<file path="config.mk">
export PLATFORM = sky130hd
export DESIGN_NAME = cpu_register_file
export DESIGN_NICKNAME = d
export VERILOG_FILES = /design/src/design/cpu_regs_pkg.sv /design/src/design/cpu_register_file.sv
export SDC_FILE = /design/constraint.sdc
export NUM_CORES = 1
export LEC_CHECK = 0
export BUFFER_PORTS_ARGS = -buffer_cell sky130_fd_sc_hd__buf_4
export CORE_UTILIZATION = 53
export CTS_CLUSTER_SIZE = 40
export DETAILED_ROUTE_END_ITERATION = 10
export GPL_TIMING_DRIVEN = 0
export HOLD_SLACK_MARGIN = 0.08
export PLACE_DENSITY = 0.8
export SYNTH_ARGS = -nofsm -noshare
export SYNTH_HDL_FRONTEND = slang
export SYNTH_SLANG_ARGS = --single-unit
export TNS_END_PERCENT = 20
</file>
<file path="constraint.sdc">
create_clock -name clk_sys -period 7.78 [get_ports clk_sys]
set_clock_uncertainty 0.15 [all_clocks]
set_input_delay 2.334 -clock clk_sys [delete_from_list [all_inputs] [get_ports clk_sys]]
set_output_delay 2.334 -clock clk_sys [all_outputs]
set_load 0.01 [all_outputs]
</file>
<file path="src/design/cpu_regs_pkg.sv">
// Shared types and constants for the CPU programmer-visible register set
package cpu_regs_pkg;

  // ----------------------------------------------------------------
  // Reset and fixed values
  // ----------------------------------------------------------------
  localparam logic [15:0] SP_RESET     = 16'h00ff;  // Stack pointer after reset
  localparam logic [7:0]  SP_LOW_RESET = 8'hff;     // Low byte loaded by the low-reset instruction
  localparam logic [7:0]  H_RESET      = 8'h00;     // Upper index byte after reset
  localparam logic [7:0]  FLAGS_RESET  = 8'h68;     // Ones bits plus interrupt mask set
  localparam logic [7:0]  FLAGS_ONES   = 8'h60;     // Bits 6 and 5 always read one
  localparam logic [15:0] VEC_RESET_HI = 16'hfffe;  // Reset vector, high byte address
  localparam logic [15:0] VEC_RESET_LO = 16'hffff;  // Reset vector, low byte address
  localparam logic [2:0]  PUSH_LAST    = 3'h4;      // Index of the last byte pushed on entry

  // ----------------------------------------------------------------
  // Condition flag bit positions
  // ----------------------------------------------------------------
  localparam int FLAG_V = 7;  // Two's complement overflow
  localparam int FLAG_H = 4;  // Half carry
  localparam int FLAG_I = 3;  // Interrupt mask
  localparam int FLAG_N = 2;  // Negative
  localparam int FLAG_Z = 1;  // Zero
  localparam int FLAG_C = 0;  // Carry or borrow

  // ----------------------------------------------------------------
  // Debug APB map, byte addresses
  // ----------------------------------------------------------------
  localparam logic [11:0] OFS_ACC   = 12'h000;  // Accumulator view
  localparam logic [11:0] OFS_INDEX = 12'h004;  // Index pair view
  localparam logic [11:0] OFS_SP    = 12'h008;  // Stack pointer view
  localparam logic [11:0] OFS_PC    = 12'h00c;  // Program counter view
  localparam logic [11:0] OFS_FLAGS = 12'h010;  // Condition flags view
  localparam logic [11:0] OFS_CTRL  = 12'h014;  // Control, bit 0 freezes command intake
  localparam int          CTRL_FREEZE = 0;      // Freeze bit position

  // ----------------------------------------------------------------
  // Sequencer operations
  // ----------------------------------------------------------------
  typedef enum logic [4:0] {
    OP_NOP, OP_FETCH, OP_JUMP, OP_ADD, OP_ADC, OP_SUB, OP_SBC, OP_LDA,
    OP_LDX, OP_LDHX, OP_TEST8, OP_TEST16, OP_SHIFT, OP_CARRY, OP_LDSP,
    OP_STACK_ADJUST, OP_STACK_LOW_RESET, OP_DECIMAL_ADJUST, OP_MASK_CLEAR,
    OP_MASK_SET, OP_TAP, OP_TPA
  } op_t;

  // Command from the instruction sequencer
  typedef struct packed {
    op_t         op;    // Operation
    logic [15:0] data;  // Operand, ALU result or address
  } cmd_t;

  // Snapshot of the register set
  typedef struct packed {
    logic [7:0]  acc;
    logic [15:0] index;
    logic [15:0] sp;
    logic [15:0] pc;
    logic [7:0]  flags;
  } regs_t;

  // Byte memory request for stacking and vector fetch
  typedef struct packed {
    logic        we;
    logic [15:0] addr;
    logic [7:0]  wdata;
  } mem_req_t;

endpackage : cpu_regs_pkg

</file>
<file path="src/design/cpu_register_file.sv">
// CPU register set, condition flags, interrupt entry and reset vector load
//
// Functional notes
// - Accumulator eight bits, feeds ALU, reset-transparent
// - Index pair is two bytes, used whole
// - Reset clears upper index byte only
// - Stack pointer addresses next free location
// - Stack adjust adds sign-extended immediate
// - Stack pointer resets to 00ff
// - Stack low reset changes low byte only
// - Program counter increments per fetch unless loaded
// - Reset loads program counter from top vector
// - Flag bits 6 and 5 always one
// - Bit 7 marks signed overflow
// - Bit 4 marks carry from bit 3
// - Decimal adjust corrects using half and carry
// - Mask bit blocks maskable interrupts
// - Mask set after stacking, before handler
// - No interrupt right after mask clear
// - Bit 2 copies result sign bit
// - Bit 1 set on all-zero value
// - Bit 0 is carry or borrow
// - Registers not in the CPU memory map
// - Entry stacks pc low, pc high, x, acc, flags
//
// The APB interface to the registers and the register addresses were chosen for this implementation.
`timescale 1ns/1ps
`default_nettype none

module cpu_register_file (
  // Clock and reset
  input  wire logic                   clk_sys,
  input  wire logic                   resetn,
  // Sequencer command port
  input  wire logic                   cmd_valid,
  input  wire cpu_regs_pkg::cmd_t     cmd,
  output logic                        cmd_ready,
  input  wire logic                   instr_done,
  // Interrupt request and vector
  input  wire logic                   irq_req,
  input  wire logic [15:0]            irq_vec_addr,
  output logic                        irq_take,
  // Register view for ALU and address generation
  output cpu_regs_pkg::regs_t         regs,
  // Byte memory port for stacking and vectors
  output logic                        mem_valid,
  output cpu_regs_pkg::mem_req_t      mem_req,
  input  wire logic                   mem_ready,
  input  wire logic [7:0]             mem_rdata,
  // Debug APB slave
  input  wire logic [11:0]            paddr,
  input  wire logic                   psel,
  input  wire logic                   penable,
  input  wire logic                   pwrite,
  input  wire logic [31:0]            pwdata,
  output logic                        pready,
  output logic [31:0]                 prdata,
  output logic                        pslverr
);
  import cpu_regs_pkg::*;

  // ----------------------------------------------------------------
  // Declarations
  // ----------------------------------------------------------------
  typedef enum logic [2:0] {S_RVEC_HI, S_RVEC_LO, S_RUN, S_PUSH, S_IVEC_HI, S_IVEC_LO} state_t;

  state_t      state_q, state_d;       // Sequencing state
  logic [2:0]  push_idx_q;             // Byte being stacked
  logic [7:0]  acc_q, acc_d;           // Accumulator
  logic [7:0]  hi_q, hi_d;             // Upper index byte
  logic [7:0]  lo_q, lo_d;             // Lower index byte
  logic [15:0] sp_q, sp_d;             // Stack pointer
  logic [15:0] pc_q, pc_d;             // Program counter
  logic [7:0]  flags_q, flags_d;       // Condition flags
  logic        inhibit_q;              // Blocks one boundary after mask clear
  logic        freeze_q;               // Debug freeze of command intake
  logic [31:0] prdata_q;               // Registered read data
  logic        pslverr_q;              // Registered error answer
  logic        cmd_take;               // Command accepted this cycle
  logic        mask_clr_take;          // Mask clear or transfer taken
  logic        mem_done;               // Memory handshake completes
  logic [8:0]  sum9;                   // Byte add or subtract with carry out
  logic [4:0]  half5;                  // Low nibble add with carry out
  logic [7:0]  daa_corr;               // Decimal correction
  logic        cin;                    // Carry into add or subtract
  logic [7:0]  opnd;                   // Byte operand

  // Zero test on a byte
  function automatic logic zero8(input logic [7:0] v);
    return (v == 8'h00);
  endfunction : zero8

  // Sign extension of an 8-bit immediate
  function automatic logic [15:0] sext8(input logic [7:0] v);
    return {{8{v[7]}}, v};
  endfunction : sext8

  // ----------------------------------------------------------------
  // Handshakes
  // ----------------------------------------------------------------
  assign cmd_ready = (state_q == S_RUN) && !freeze_q;
  assign cmd_take  = cmd_valid && cmd_ready;
  assign mem_valid = (state_q != S_RUN);
  assign mem_done  = mem_valid && mem_ready;
  assign mask_clr_take = cmd_take && ((cmd.op == OP_MASK_CLEAR) || (cmd.op == OP_TAP));
  assign irq_take = (state_q == S_RUN) && instr_done && irq_req && !flags_q[FLAG_I]
                    && !inhibit_q && !mask_clr_take;
  assign opnd = cmd.data[7:0];
  // accumulator and whole index on view
  assign regs = '{acc: acc_q, index: {hi_q, lo_q}, sp: sp_q, pc: pc_q, flags: flags_q};

  // Memory request contents per state
  always_comb begin
    mem_req = '{we: 1'b0, addr: 16'h0000, wdata: 8'h00};
    unique case (state_q)
      S_RVEC_HI: mem_req.addr = VEC_RESET_HI;
      S_RVEC_LO: mem_req.addr = VEC_RESET_LO;
      S_IVEC_HI: mem_req.addr = irq_vec_addr;
      S_IVEC_LO: mem_req.addr = irq_vec_addr + 16'h0001;
      // stack at next free slot, fixed order
      S_PUSH: begin
        mem_req.we   = 1'b1;
        mem_req.addr = sp_q;
        unique case (push_idx_q)
          3'h0:    mem_req.wdata = pc_q[7:0];
          3'h1:    mem_req.wdata = pc_q[15:8];
          3'h2:    mem_req.wdata = lo_q;
          3'h3:    mem_req.wdata = acc_q;
          default: mem_req.wdata = flags_q;
        endcase
      end
      S_RUN: mem_req.addr = 16'h0000;
    endcase
  end

  // ----------------------------------------------------------------
  // Datapath next values
  // ----------------------------------------------------------------
  always_comb begin
    acc_d = acc_q;
    hi_d = hi_q;
    lo_d = lo_q;
    sp_d = sp_q;
    pc_d = pc_q;
    flags_d = flags_q;
    cin = 1'b0;
    sum9 = 9'h000;
    half5 = 5'h00;
    daa_corr = 8'h00;
    unique case (state_q)
      S_RVEC_HI, S_IVEC_HI: begin
        if (mem_done) begin
          pc_d[15:8] = mem_rdata;
        end
      end
      S_RVEC_LO, S_IVEC_LO: begin
        if (mem_done) begin
          pc_d[7:0] = mem_rdata;
        end
      end
      S_PUSH: begin
        if (mem_done) begin
          sp_d = sp_q - 16'h0001;
          // mask only after last byte stacked
          if (push_idx_q == PUSH_LAST) begin
            flags_d[FLAG_I] = 1'b1;
          end
        end
      end
      S_RUN: begin
        if (cmd_take) begin
          unique case (cmd.op)
            OP_NOP: acc_d = acc_q;
            // sequential advance or change of flow
            OP_FETCH: pc_d = pc_q + 16'h0001;
            OP_JUMP:  pc_d = cmd.data;
            OP_ADD, OP_ADC: begin
              cin   = (cmd.op == OP_ADC) && flags_q[FLAG_C];
              sum9  = {1'b0, acc_q} + {1'b0, opnd} + {8'h00, cin};
              half5 = {1'b0, acc_q[3:0]} + {1'b0, opnd[3:0]} + {4'h0, cin};
              acc_d = sum9[7:0];
              flags_d[FLAG_V] = (acc_q[7] == opnd[7]) && (sum9[7] != acc_q[7]);
              flags_d[FLAG_H] = half5[4];
              flags_d[FLAG_N] = sum9[7];
              flags_d[FLAG_Z] = zero8(sum9[7:0]);
              flags_d[FLAG_C] = sum9[8];
            end
            OP_SUB, OP_SBC: begin
              cin   = (cmd.op == OP_SBC) && flags_q[FLAG_C];
              sum9  = {1'b0, acc_q} - {1'b0, opnd} - {8'h00, cin};
              acc_d = sum9[7:0];
              flags_d[FLAG_V] = (acc_q[7] != opnd[7]) && (sum9[7] != acc_q[7]);
              flags_d[FLAG_N] = sum9[7];
              flags_d[FLAG_Z] = zero8(sum9[7:0]);
              flags_d[FLAG_C] = sum9[8];
            end
            // Loads and logic results, overflow cleared
            OP_LDA: begin
              acc_d = opnd;
              flags_d[FLAG_V] = 1'b0;
              flags_d[FLAG_N] = opnd[7];
              flags_d[FLAG_Z] = zero8(opnd);
            end
            OP_LDX: begin
              lo_d = opnd;
              flags_d[FLAG_V] = 1'b0;
              flags_d[FLAG_N] = opnd[7];
              flags_d[FLAG_Z] = zero8(opnd);
            end
            OP_LDHX: begin
              {hi_d, lo_d} = cmd.data;
              flags_d[FLAG_V] = 1'b0;
              flags_d[FLAG_N] = cmd.data[15];
              flags_d[FLAG_Z] = (cmd.data == 16'h0000);
            end
            // Stored value tests
            OP_TEST8: begin
              flags_d[FLAG_V] = 1'b0;
              flags_d[FLAG_N] = opnd[7];
              flags_d[FLAG_Z] = zero8(opnd);
            end
            OP_TEST16: begin
              flags_d[FLAG_V] = 1'b0;
              flags_d[FLAG_N] = cmd.data[15];
              flags_d[FLAG_Z] = (cmd.data == 16'h0000);
            end
            // shift result, bit 8 is the shifted-out bit
            OP_SHIFT: begin
              acc_d = opnd;
              flags_d[FLAG_C] = cmd.data[8];
              flags_d[FLAG_N] = opnd[7];
              flags_d[FLAG_Z] = zero8(opnd);
              flags_d[FLAG_V] = opnd[7] ^ cmd.data[8];
            end
            OP_CARRY: flags_d[FLAG_C] = cmd.data[0];
            OP_LDSP: sp_d = cmd.data;
            OP_STACK_ADJUST: sp_d = sp_q + sext8(opnd);
            OP_STACK_LOW_RESET: sp_d = {sp_q[15:8], SP_LOW_RESET};
            // decimal correction from half and carry
            OP_DECIMAL_ADJUST: begin
              daa_corr[3:0] = (flags_q[FLAG_H] || (acc_q[3:0] > 4'h9)) ? 4'h6 : 4'h0;
              daa_corr[7:4] = (flags_q[FLAG_C] || (acc_q > 8'h99)) ? 4'h6 : 4'h0;
              acc_d = acc_q + daa_corr;
              flags_d[FLAG_C] = flags_q[FLAG_C] || (acc_q > 8'h99);
              flags_d[FLAG_N] = acc_d[7];
              flags_d[FLAG_Z] = zero8(acc_d);
            end
            OP_MASK_CLEAR: flags_d[FLAG_I] = 1'b0;
            OP_MASK_SET:   flags_d[FLAG_I] = 1'b1;
            OP_TAP:        flags_d = acc_q;
            OP_TPA:        acc_d = flags_q;
          endcase
        end
      end
    endcase
    flags_d = flags_d | FLAGS_ONES;
  end

  // ----------------------------------------------------------------
  // Registers
  // ----------------------------------------------------------------
  // accumulator has no reset
  always_ff @(posedge clk_sys) begin
    acc_q <= acc_d;
  end

  // lower index byte keeps contents over reset
  always_ff @(posedge clk_sys) begin
    lo_q <= lo_d;
  end

  // upper index byte cleared by reset
  always_ff @(posedge clk_sys or negedge resetn) begin
    if (!resetn) begin
      hi_q <= H_RESET;
    end else begin
      hi_q <= hi_d;
    end
  end

  always_ff @(posedge clk_sys or negedge resetn) begin
    if (!resetn) begin
      sp_q <= SP_RESET;
    end else begin
      sp_q <= sp_d;
    end
  end

  // Program counter, vector loaded after reset
  always_ff @(posedge clk_sys or negedge resetn) begin
    if (!resetn) begin
      pc_q <= 16'h0000;
    end else begin
      pc_q <= pc_d;
    end
  end

  // Condition flags
  always_ff @(posedge clk_sys or negedge resetn) begin
    if (!resetn) begin
      flags_q <= FLAGS_RESET;
    end else begin
      flags_q <= flags_d;
    end
  end

  // one boundary held off, set wins over clear
  always_ff @(posedge clk_sys or negedge resetn) begin
    if (!resetn) begin
      inhibit_q <= 1'b0;
    end else if (mask_clr_take) begin
      inhibit_q <= 1'b1;
    end else if (instr_done) begin
      inhibit_q <= 1'b0;
    end
  end

  // ----------------------------------------------------------------
  // Sequencing state
  // ----------------------------------------------------------------
  always_comb begin
    state_d = state_q;
    unique case (state_q)
      S_RVEC_HI: if (mem_done) state_d = S_RVEC_LO;
      S_RVEC_LO: if (mem_done) state_d = S_RUN;
      S_RUN:     if (irq_take) state_d = S_PUSH;
      S_PUSH:    if (mem_done && (push_idx_q == PUSH_LAST)) state_d = S_IVEC_HI;
      S_IVEC_HI: if (mem_done) state_d = S_IVEC_LO;
      S_IVEC_LO: if (mem_done) state_d = S_RUN;
    endcase
  end

  // State and push counter
  always_ff @(posedge clk_sys or negedge resetn) begin
    if (!resetn) begin
      state_q    <= S_RVEC_HI;
      push_idx_q <= 3'h0;
    end else begin
      state_q <= state_d;
      if (state_q != S_PUSH) begin
        push_idx_q <= 3'h0;
      end else if (mem_done) begin
        push_idx_q <= push_idx_q + 3'h1;
      end
    end
  end

  // ----------------------------------------------------------------
  // Debug APB slave, separate from the CPU memory map
  // ----------------------------------------------------------------
  // views only reachable here, never by load or store
  assign pready  = psel && penable;
  assign prdata  = prdata_q;
  assign pslverr = pslverr_q && psel && penable;

  // Read data and error captured in setup phase, zero wait access
  always_ff @(posedge clk_sys or negedge resetn) begin
    if (!resetn) begin
      prdata_q  <= 32'h0000_0000;
      pslverr_q <= 1'b0;
    end else if (psel && !penable) begin
      pslverr_q <= 1'b0;
      prdata_q  <= 32'h0000_0000;
      unique case (paddr)
        OFS_ACC:   prdata_q <= {24'h00_0000, acc_q};
        OFS_INDEX: prdata_q <= {16'h0000, hi_q, lo_q};
        OFS_SP:    prdata_q <= {16'h0000, sp_q};
        OFS_PC:    prdata_q <= {16'h0000, pc_q};
        OFS_FLAGS: prdata_q <= {24'h00_0000, flags_q};
        OFS_CTRL:  prdata_q <= {31'h0000_0000, freeze_q};
        default:   pslverr_q <= 1'b1;
      endcase
    end
  end

  // Freeze control steers command intake
  always_ff @(posedge clk_sys or negedge resetn) begin
    if (!resetn) begin
      freeze_q <= 1'b0;
    end else if (psel && penable && pwrite && (paddr == OFS_CTRL)) begin
      freeze_q <= pwdata[CTRL_FREEZE];
    end
  end
endmodule : cpu_register_file

`default_nettype wire

</file>
==> flow_metrics.env, run 1 <==
export IMPL_synth_top_area_share=0.180
export IMPL_max_slew_worst_pin_slew_ns=1.06
export IMPL_dp_hpwl_mm=23.8
export IMPL_cts_hold_fix_buffers=0
export IMPL_status="finished clean"
export IMPL_final_hold_viol_count=0
export IMPL_cp_cell_sequence="buf_4, clkbuf_1, xor2_1, nand3_1, o21ai_0, nor2_1, buf_4"
export IMPL_p_leak_uw=0.00444
export IMPL_clock_fmax_ghz=0.154
export IMPL_ios=224
export IMPL_cp_arrival_ns=3.99
export IMPL_synth_edf_count=16
export IMPL_slew_viol_final=0
export IMPL_critPathMostFrequentCell="buf_4"
export IMPL_power_per_cell_area_nw_per_um2=310
export IMPL_grt_overflow=0
export IMPL_fp_coreArea_sq_um=15900
export IMPL_grt_pass1_wl_mm=48.4
export IMPL_clk_latency_ns=0.35
export IMPL_syn_avg_cell_area_sq_um=7.93
export IMPL_ys_async_sr_fraction=0.816
export IMPL_wl_per_cell_um=21.0
export IMPL_die_y_um=130
export IMPL_crit_fanout=10
export IMPL_cts_tree="done"
export IMPL_layout_drive_gt1_share=0.196
export IMPL_critPathKind="in -> out"
export IMPL_final_nets=1441
export IMPL_end_kind="output pin"
export IMPL_cts_sinks=87
export IMPL_die_area_sq_um=16800
export IMPL_crit_family="buffers and inverters"
export IMPL_port_buffers=171
export IMPL_antenna_found_initial=0
export IMPL_synth_area_leader_cell="dfrtp_1"
export IMPL_vias=9665
export IMPL_cts_setup_buffers=0
export IMPL_slew_headroom=0.291
export IMPL_rsz0062_at_grt="false"
export IMPL_die_w_um=130
export IMPL_cts_buffer_depth=2
export IMPL_wl_mm=31.7
export IMPL_cp_start_kind="input pin"
export IMPL_synth_most_common_cell="nor2_1"
export IMPL_grt_pass1_vias=8867
export IMPL_gp_congestion=0.986
export IMPL_drc=0
export IMPL_worstHoldPathType="reg -> reg"
export IMPL_final_area_sq_um=10500
export IMPL_cts_buffers=9
export IMPL_grt_max_degree=72
export IMPL_synthTopCellsByCount="nor2_1, nand2_1, a21oi_1, o21ai_0, dfrtp_1"
export IMPL_fin_crit_ns=6.47
export IMPL_final_util=0.662
export IMPL_vdd_drop_max_mv=0.250
export IMPL_grt_usage=0.377
export IMPL_path_clk_slew_ns=0.06
export IMPL_areaGrowthSynthToFinish_pct=21.7
export IMPL_post_dp_cell_area_sq_um=10300
export IMPL_initial_core_util=0.544
export IMPL_crit_buf_inv=3
export IMPL_drt_iter0_drc=1293
export IMPL_crit_slowest_cell="o21ai_0"
export IMPL_antennaDiodeCount=0
export IMPL_cts_root_buf="clkbuf_16"
export IMPL_drv_cap=0
export IMPL_synthTopCellsByArea="dfrtp_1, ha_1, edfxtp_1, nor2_1, a21oi_1"
export IMPL_cts_resized=0
export IMPL_fin_crit_sh=0.832
export IMPL_fin_tns_setup_ns=0
export IMPL_ant_nets=0
export IMPL_finalWorstSetupSlack_ns=1.31
export IMPL_synth_seq_cells=87
export IMPL_crit_required_ns=5.30
export IMPL_viasPerCell=6.40
export IMPL_yosysUniqueCellTypes=78
export IMPL_fp_row_count=46
export IMPL_pre_cts_slack_ns=1.38
export IMPL_setup_viol=0
export IMPL_syn_area_sq_um=8640
export IMPL_h_tree_depth=3
export IMPL_yosysWarnings=0
export IMPL_cp_slowest_stage_delay_ns=0.52
export IMPL_drtPass1Iterations=8
export IMPL_synthCells=1090
export IMPL_synth_ff_type="dfrtp_1"
export IMPL_synth_seq_area_share=0.263
-- path summary, 6_finish.rpt --
check / start / endpoint / slack [ns] / depth (start not counted)
setup reg to reg: acc_q[3] / flags_q[1] / 3.90 / 11
min in group asynchronous: resetn / push_idx_q[1] / 1.96 / 1
setup / recovery: cmd[18] / irq_take / 1.31 / 7
hold reg to reg: prdata[5] / prdata[5] / 0.33 / 2
hold / removal: prdata[5] / prdata[5] / 0.33 / 2
max in group asynchronous: resetn / sp_q[8] / 4.89 / 1
-- cells in the final DEF, fill, tap and decap left out, drive strengths merged, types with 6 or more instances in the layout --
| master | netlist | final |
|---|---|---|
| a32oi | 7 | 7 |
| o21ai | 78 | 78 |
| or2 | 7 | 7 |
| a222oi | 11 | 11 |
| a21oi | 81 | 81 |
| a22o | 17 | 17 |
| fa | 6 | 6 |
| a221oi | 15 | 15 |
| dfrtp | 62 | 62 |
| mux2i | 11 | 11 |
| ha | 49 | 49 |
| nand2b | 9 | 9 |
| clkbuf | 58 | 73 |
| xnor2 | 39 | 39 |
| nor4 | 10 | 10 |
| xor2 | 22 | 22 |
| or3 | 11 | 11 |
| o211ai | 10 | 10 |
| o22ai | 9 | 9 |
| dfstp | 9 | 9 |
| nand3 | 34 | 34 |
| nand2 | 100 | 100 |
| nor2 | 109 | 109 |
| conb | 2 | 18 |
| nand4 | 9 | 9 |
| o2111ai | 13 | 13 |
| nor2b | 20 | 20 |
| a21o | 7 | 7 |
| a31oi | 20 | 20 |
| edfxtp | 16 | 16 |
| buf | 25 | 196 |
| nor3 | 21 | 21 |
| and3 | 14 | 14 |
| o21bai | 7 | 7 |
| a211oi | 17 | 17 |
| mux2 | 23 | 23 |
| and2 | 6 | 6 |
| inv | 53 | 53 |
-- where the power goes --
group | total (uW) | switching [uW] | internal [uW] | leakage (uW)
Combinational | 1940 | 1090 | 853 | 0.00329
Clock | 410 | 184 | 226 | 0.000128
Sequential | 907 | 303 | 604 | 0.00102
Total | 3260 | 1570 | 1680 | 0.00444
-- state kept, by name (all words and copies together), names as in the netlist --
| name | flops |
|---|---|
| acc_q | 8 |
| flags_q | 6 |
| freeze_q | 1 |
| hi_q | 8 |
| inhibit_q | 1 |
| lo_q | 8 |
| pc_q | 16 |
| prdata | 16 |
| pslverr_q | 1 |
| push_idx_q | 3 |
| sp_q | 16 |
| state_q | 3 |
-- metrics by stage --
stage                     hold slack, ns  instances  power (uW)
after floorplan                    0.307       1106        2000
after global placement             0.315       1493        2760
after detailed placement           0.322       1493        2790
after CTS                          0.335       1509        3200
after global routing               0.346       1509        3450
final                              0.330       1509        3260
-- worst min-delay path, stage by stage (launching register included) --
cell and delay [ns]:
dfrtp_1 0.34, nand2_1 0.05, o21ai_0 0.06
-- layer usage --
layer | up-vias | share of wire | track usage
li1 | 4391 | - | -
met2 | 641 | 0.45 | 0.587
met4 | 0 | 0.041 | 0.166
met3 | 114 | 0.10 | 0.0520
met1 | 4519 | 0.41 | 0.521
met5 | - | 0 | 0
-- logic make-up (layout without fill, tap and decap cells) --
group	after synthesis	in the layout	share of synthesized area
buffers and inverters	136	323	0.0672
AO/OA/AOI/OAI	341	341	0.265
AND/OR/NAND/NOR	370	370	0.204
adder cells (fa/ha/maj)	55	55	0.0849
flip-flops	87	87	0.263
other	2	18	0.000869
XOR/XNOR	61	61	0.0618
multiplexers	38	38	0.0536
-- area by class of cell --
| cell class | count | area [sq um] |
|---|---|---|
| Clock inverter | 1 | 5.00 |
| Sequential cell | 87 | 2270 |
| Clock buffer | 15 | 258 |
| Inverter | 53 | 199 |
| Buffer | 83 | 382 |
| Timing Repair Buffer | 171 | 1280 |
| Multi-Input combinational cell | 883 | 5850 |
| Tap cell | 216 | 270 |
| Fill cell | 1441 | 5370 |
(Power assumes the default switching activity.)
==> run 2: changes to the inputs <==
--- a/config.mk
+++ b/config.mk
@@ -5,13 +5,14 @@
 export SDC_FILE = /design/constraint.sdc
 export NUM_CORES = 1
 export LEC_CHECK = 0
+export ABC_AREA = 1
 export BUFFER_PORTS_ARGS = -buffer_cell sky130_fd_sc_hd__buf_4
-export CORE_UTILIZATION = 53
+export CORE_UTILIZATION = 50
 export CTS_CLUSTER_SIZE = 40
 export DETAILED_ROUTE_END_ITERATION = 10
 export GPL_TIMING_DRIVEN = 0
 export HOLD_SLACK_MARGIN = 0.08
-export PLACE_DENSITY = 0.8
+export PLACE_DENSITY = 0.79
 export SYNTH_ARGS = -nofsm -noshare
 export SYNTH_HDL_FRONTEND = slang
 export SYNTH_SLANG_ARGS = --single-unit
==> constraint.sdc (replaced) <==
create_clock -name clk_sys -period 5.6 [get_ports clk_sys]
set_clock_uncertainty 0.15 [all_clocks]
set_input_delay 1.68 -clock clk_sys [delete_from_list [all_inputs] [get_ports clk_sys]]
set_output_delay 1.68 -clock clk_sys [all_outputs]
set_load 0.01 [all_outputs]
==> flow_metrics.env, run 2 <==
export IMPL_status="finished clean"
export IMPL_synth_seq_cells=87
export IMPL_end_kind="output pin"
export IMPL_wl_mm=33.7
export IMPL_slew_viol_final=0
export IMPL_ys_async_sr_fraction=0.816
export IMPL_cts_buffers=9
export IMPL_path_clk_slew_ns=0.07
export IMPL_syn_avg_cell_area_sq_um=6.52
export IMPL_cts_tree="done"
export IMPL_clk_latency_ns=0.36
export IMPL_drt_iter0_drc=1329
export IMPL_drc=0
export IMPL_register_area_sq_um=2270
export IMPL_cp_arrival_ns=3.23
export IMPL_initial_core_util=0.517
export IMPL_cts_buffer_depth=2
export IMPL_worst_r2r_path_depth=15
export IMPL_gp_congestion=0.987
export IMPL_port_buffers=173
export IMPL_critPathKind="in -> out"
export IMPL_grt_max_degree=72
export IMPL_fin_tns_setup_ns=0
export IMPL_timing_hold_ws_ns=0.335
export IMPL_synthTopCellsByArea="dfrtp_1, nand2_1, inv_1, ha_1, nand3_1"
export IMPL_slew_headroom=0.138
export IMPL_cp_start_kind="input pin"
export IMPL_max_slew_worst_pin_slew_ns=1.29
export IMPL_r2r_start="acc_q[3]"
export IMPL_vdd_drop_max_mv=0.366
export IMPL_viasPerCell=5.84
export IMPL_drv_cap=0
export IMPL_layout_commonest_cell="nand2_1"
export IMPL_die_w_um=136
export IMPL_areaGrowthSynthToFinish_pct=21.5
export IMPL_fp_row_count=48
export IMPL_drtPass1Iterations=9
export IMPL_synthCells=1387
export IMPL_pre_cts_slack_ns=0.571
export IMPL_synth_edf_count=16
export IMPL_crit_slowest_cell="nor2_1"
export IMPL_clock_fmax_ghz=0.198
export IMPL_n_fill_cell=1694
export IMPL_r2r_setup_slack_ns=2.44
export IMPL_crit_required_ns=3.77
export IMPL_finalWorstSetupSlack_ns=0.540
export IMPL_syn_area_sq_um=9040
export IMPL_synth_area_leader_cell="dfrtp_1"
export IMPL_wl_per_cell_um=18.5
export IMPL_synth_most_common_cell="nand2_1"
export IMPL_h_tree_depth=3
export IMPL_hold_end="prdata[7]"
export IMPL_hp_start="prdata[7]"
export IMPL_fp_coreArea_sq_um=17500
export IMPL_critPathMostFrequentCell="nor2_1"
export IMPL_dp_hpwl_mm=26.5
export IMPL_cts_resized=0
export IMPL_antennaDiodeCount=0
export IMPL_cp_slowest_stage_delay_ns=0.22
export IMPL_multi_input_area_sq_um=5720
export IMPL_final_nets=1740
export IMPL_rsz0062_at_grt="false"
export IMPL_grt_overflow=0
export IMPL_synth_seq_area_share=0.251
export IMPL_grt_usage=0.363
export IMPL_synth_top_area_share=0.172
export IMPL_fin_crit_ns=5.06
export IMPL_cts_root_buf="clkbuf_16"
export IMPL_synth_ff_type="dfrtp_1"
export IMPL_synthTopCellsByCount="nand2_1, inv_1, nor2_1, nand3_1, o21ai_0"
export IMPL_ant_nets=0
export IMPL_final_cell_mix="nand2_1, inv_1, buf_4, nor2_1, nand3_1"
export IMPL_ios=224
export IMPL_r2r_end="acc_q[6]"
export IMPL_worstHoldPathType="reg -> reg"
export IMPL_fin_crit_sh=0.904
export IMPL_yosysWarnings=0
export IMPL_vias=10614
export IMPL_layout_drive_gt1_share=0.180
export IMPL_p_leak_uw=0.00564
export IMPL_grt_pass1_wl_mm=51.1
export IMPL_die_area_sq_um=18600
export IMPL_grt_pass1_vias=9419
export IMPL_cts_setup_buffers=0
export IMPL_die_y_um=136
export IMPL_cts_hold_fix_buffers=0
export IMPL_antenna_found_initial=1
export IMPL_cts_sinks=87
export IMPL_yosysUniqueCellTypes=59
export IMPL_final_hold_viol_count=0
export IMPL_setup_viol=0
export IMPL_holdPathStages=2
export IMPL_crit_fanout=4
export IMPL_power_per_cell_area_nw_per_um2=391
export IMPL_cp_cell_sequence="buf_4, ha_1, nand4_1, nor2_1, nand2_1, nor2_1, nand2_1, nor2_1, o21ai_0, o21ai_0, buf_4"
## run 2: worst max-delay path, delay by kind of cell
family / cells / cell delay [ns]
buffers and inverters: 2 / 0.25
and+or+nand+nor: 6 / 0.83
AOI/OAI and AO/OA: 2 / 0.28
adders and majority gates: 1 / 0.19
## run 2: how the worst max path moves through the flow
stage               startpoint          end  slack [ns]  depth (start not counted)
2_1_floorplan  irq_vec_addr[0]  mem_req[20]        0.94                          9
3_3_place_gp   irq_vec_addr[0]  mem_req[20]        0.62                         11
3_5_place_dp   irq_vec_addr[0]  mem_req[20]        0.57                         11
4_1_cts        irq_vec_addr[0]  mem_req[20]        0.56                         11
5_1_grt        irq_vec_addr[0]  mem_req[20]        0.29                         11
6_report       irq_vec_addr[0]  mem_req[20]        0.54                         11
## run 2: logic make-up (layout without fill, tap and decap cells)
group | Yosys count | count (layout) | synth area share
and+or+nand+nor | 666 | 666 | 0.328
AOI/OAI and AO/OA | 296 | 296 | 0.197
buffers and inverters | 261 | 450 | 0.123
DFF | 87 | 87 | 0.251
adders and majority gates | 55 | 55 | 0.0811
xor gates and xnor gates | 20 | 20 | 0.0194
other | 2 | 18 | 0.000831
## run 2: report_power, final
group / total [uW] / switching (uW) / internal (uW)
registers: 1050 / 240 / 806
logic: 2620 / 1610 / 1010
clock network: 628 / 294 / 334
## run 2: stage by stage
step	instance area, sq um	std cells	util	power (uW)
floorplan	9100	1403	-	2630
CTS	11000	1817	0.628	4230
finish	11000	1817	0.628	4290
global placement	10700	1801	0.611	3570
detailed placement	10700	1801	0.611	3600
global route	11000	1817	0.628	4590
## run 2: layout make-up
cell class | instances | area share
plain buffers | 44 | 0.0263
flip-flops and latches | 87 | 0.207
clock buffers | 10 | 0.0228
inverters | 217 | 0.0746
repair buffers | 173 | 0.118
multi-input cells | 1055 | 0.521
clock inverters | 6 | 0.00456
well taps | 225 | 0.0256
## run 2: per-layer routing
layer	vias to the layer above	global-route usage	routed length [um]
li1	5018	-	-
met1	4837	0.520	14400
met2	689	0.540	14300
met3	70	0.0563	3790
met4	0	0.150	1210
met5	-	0	0
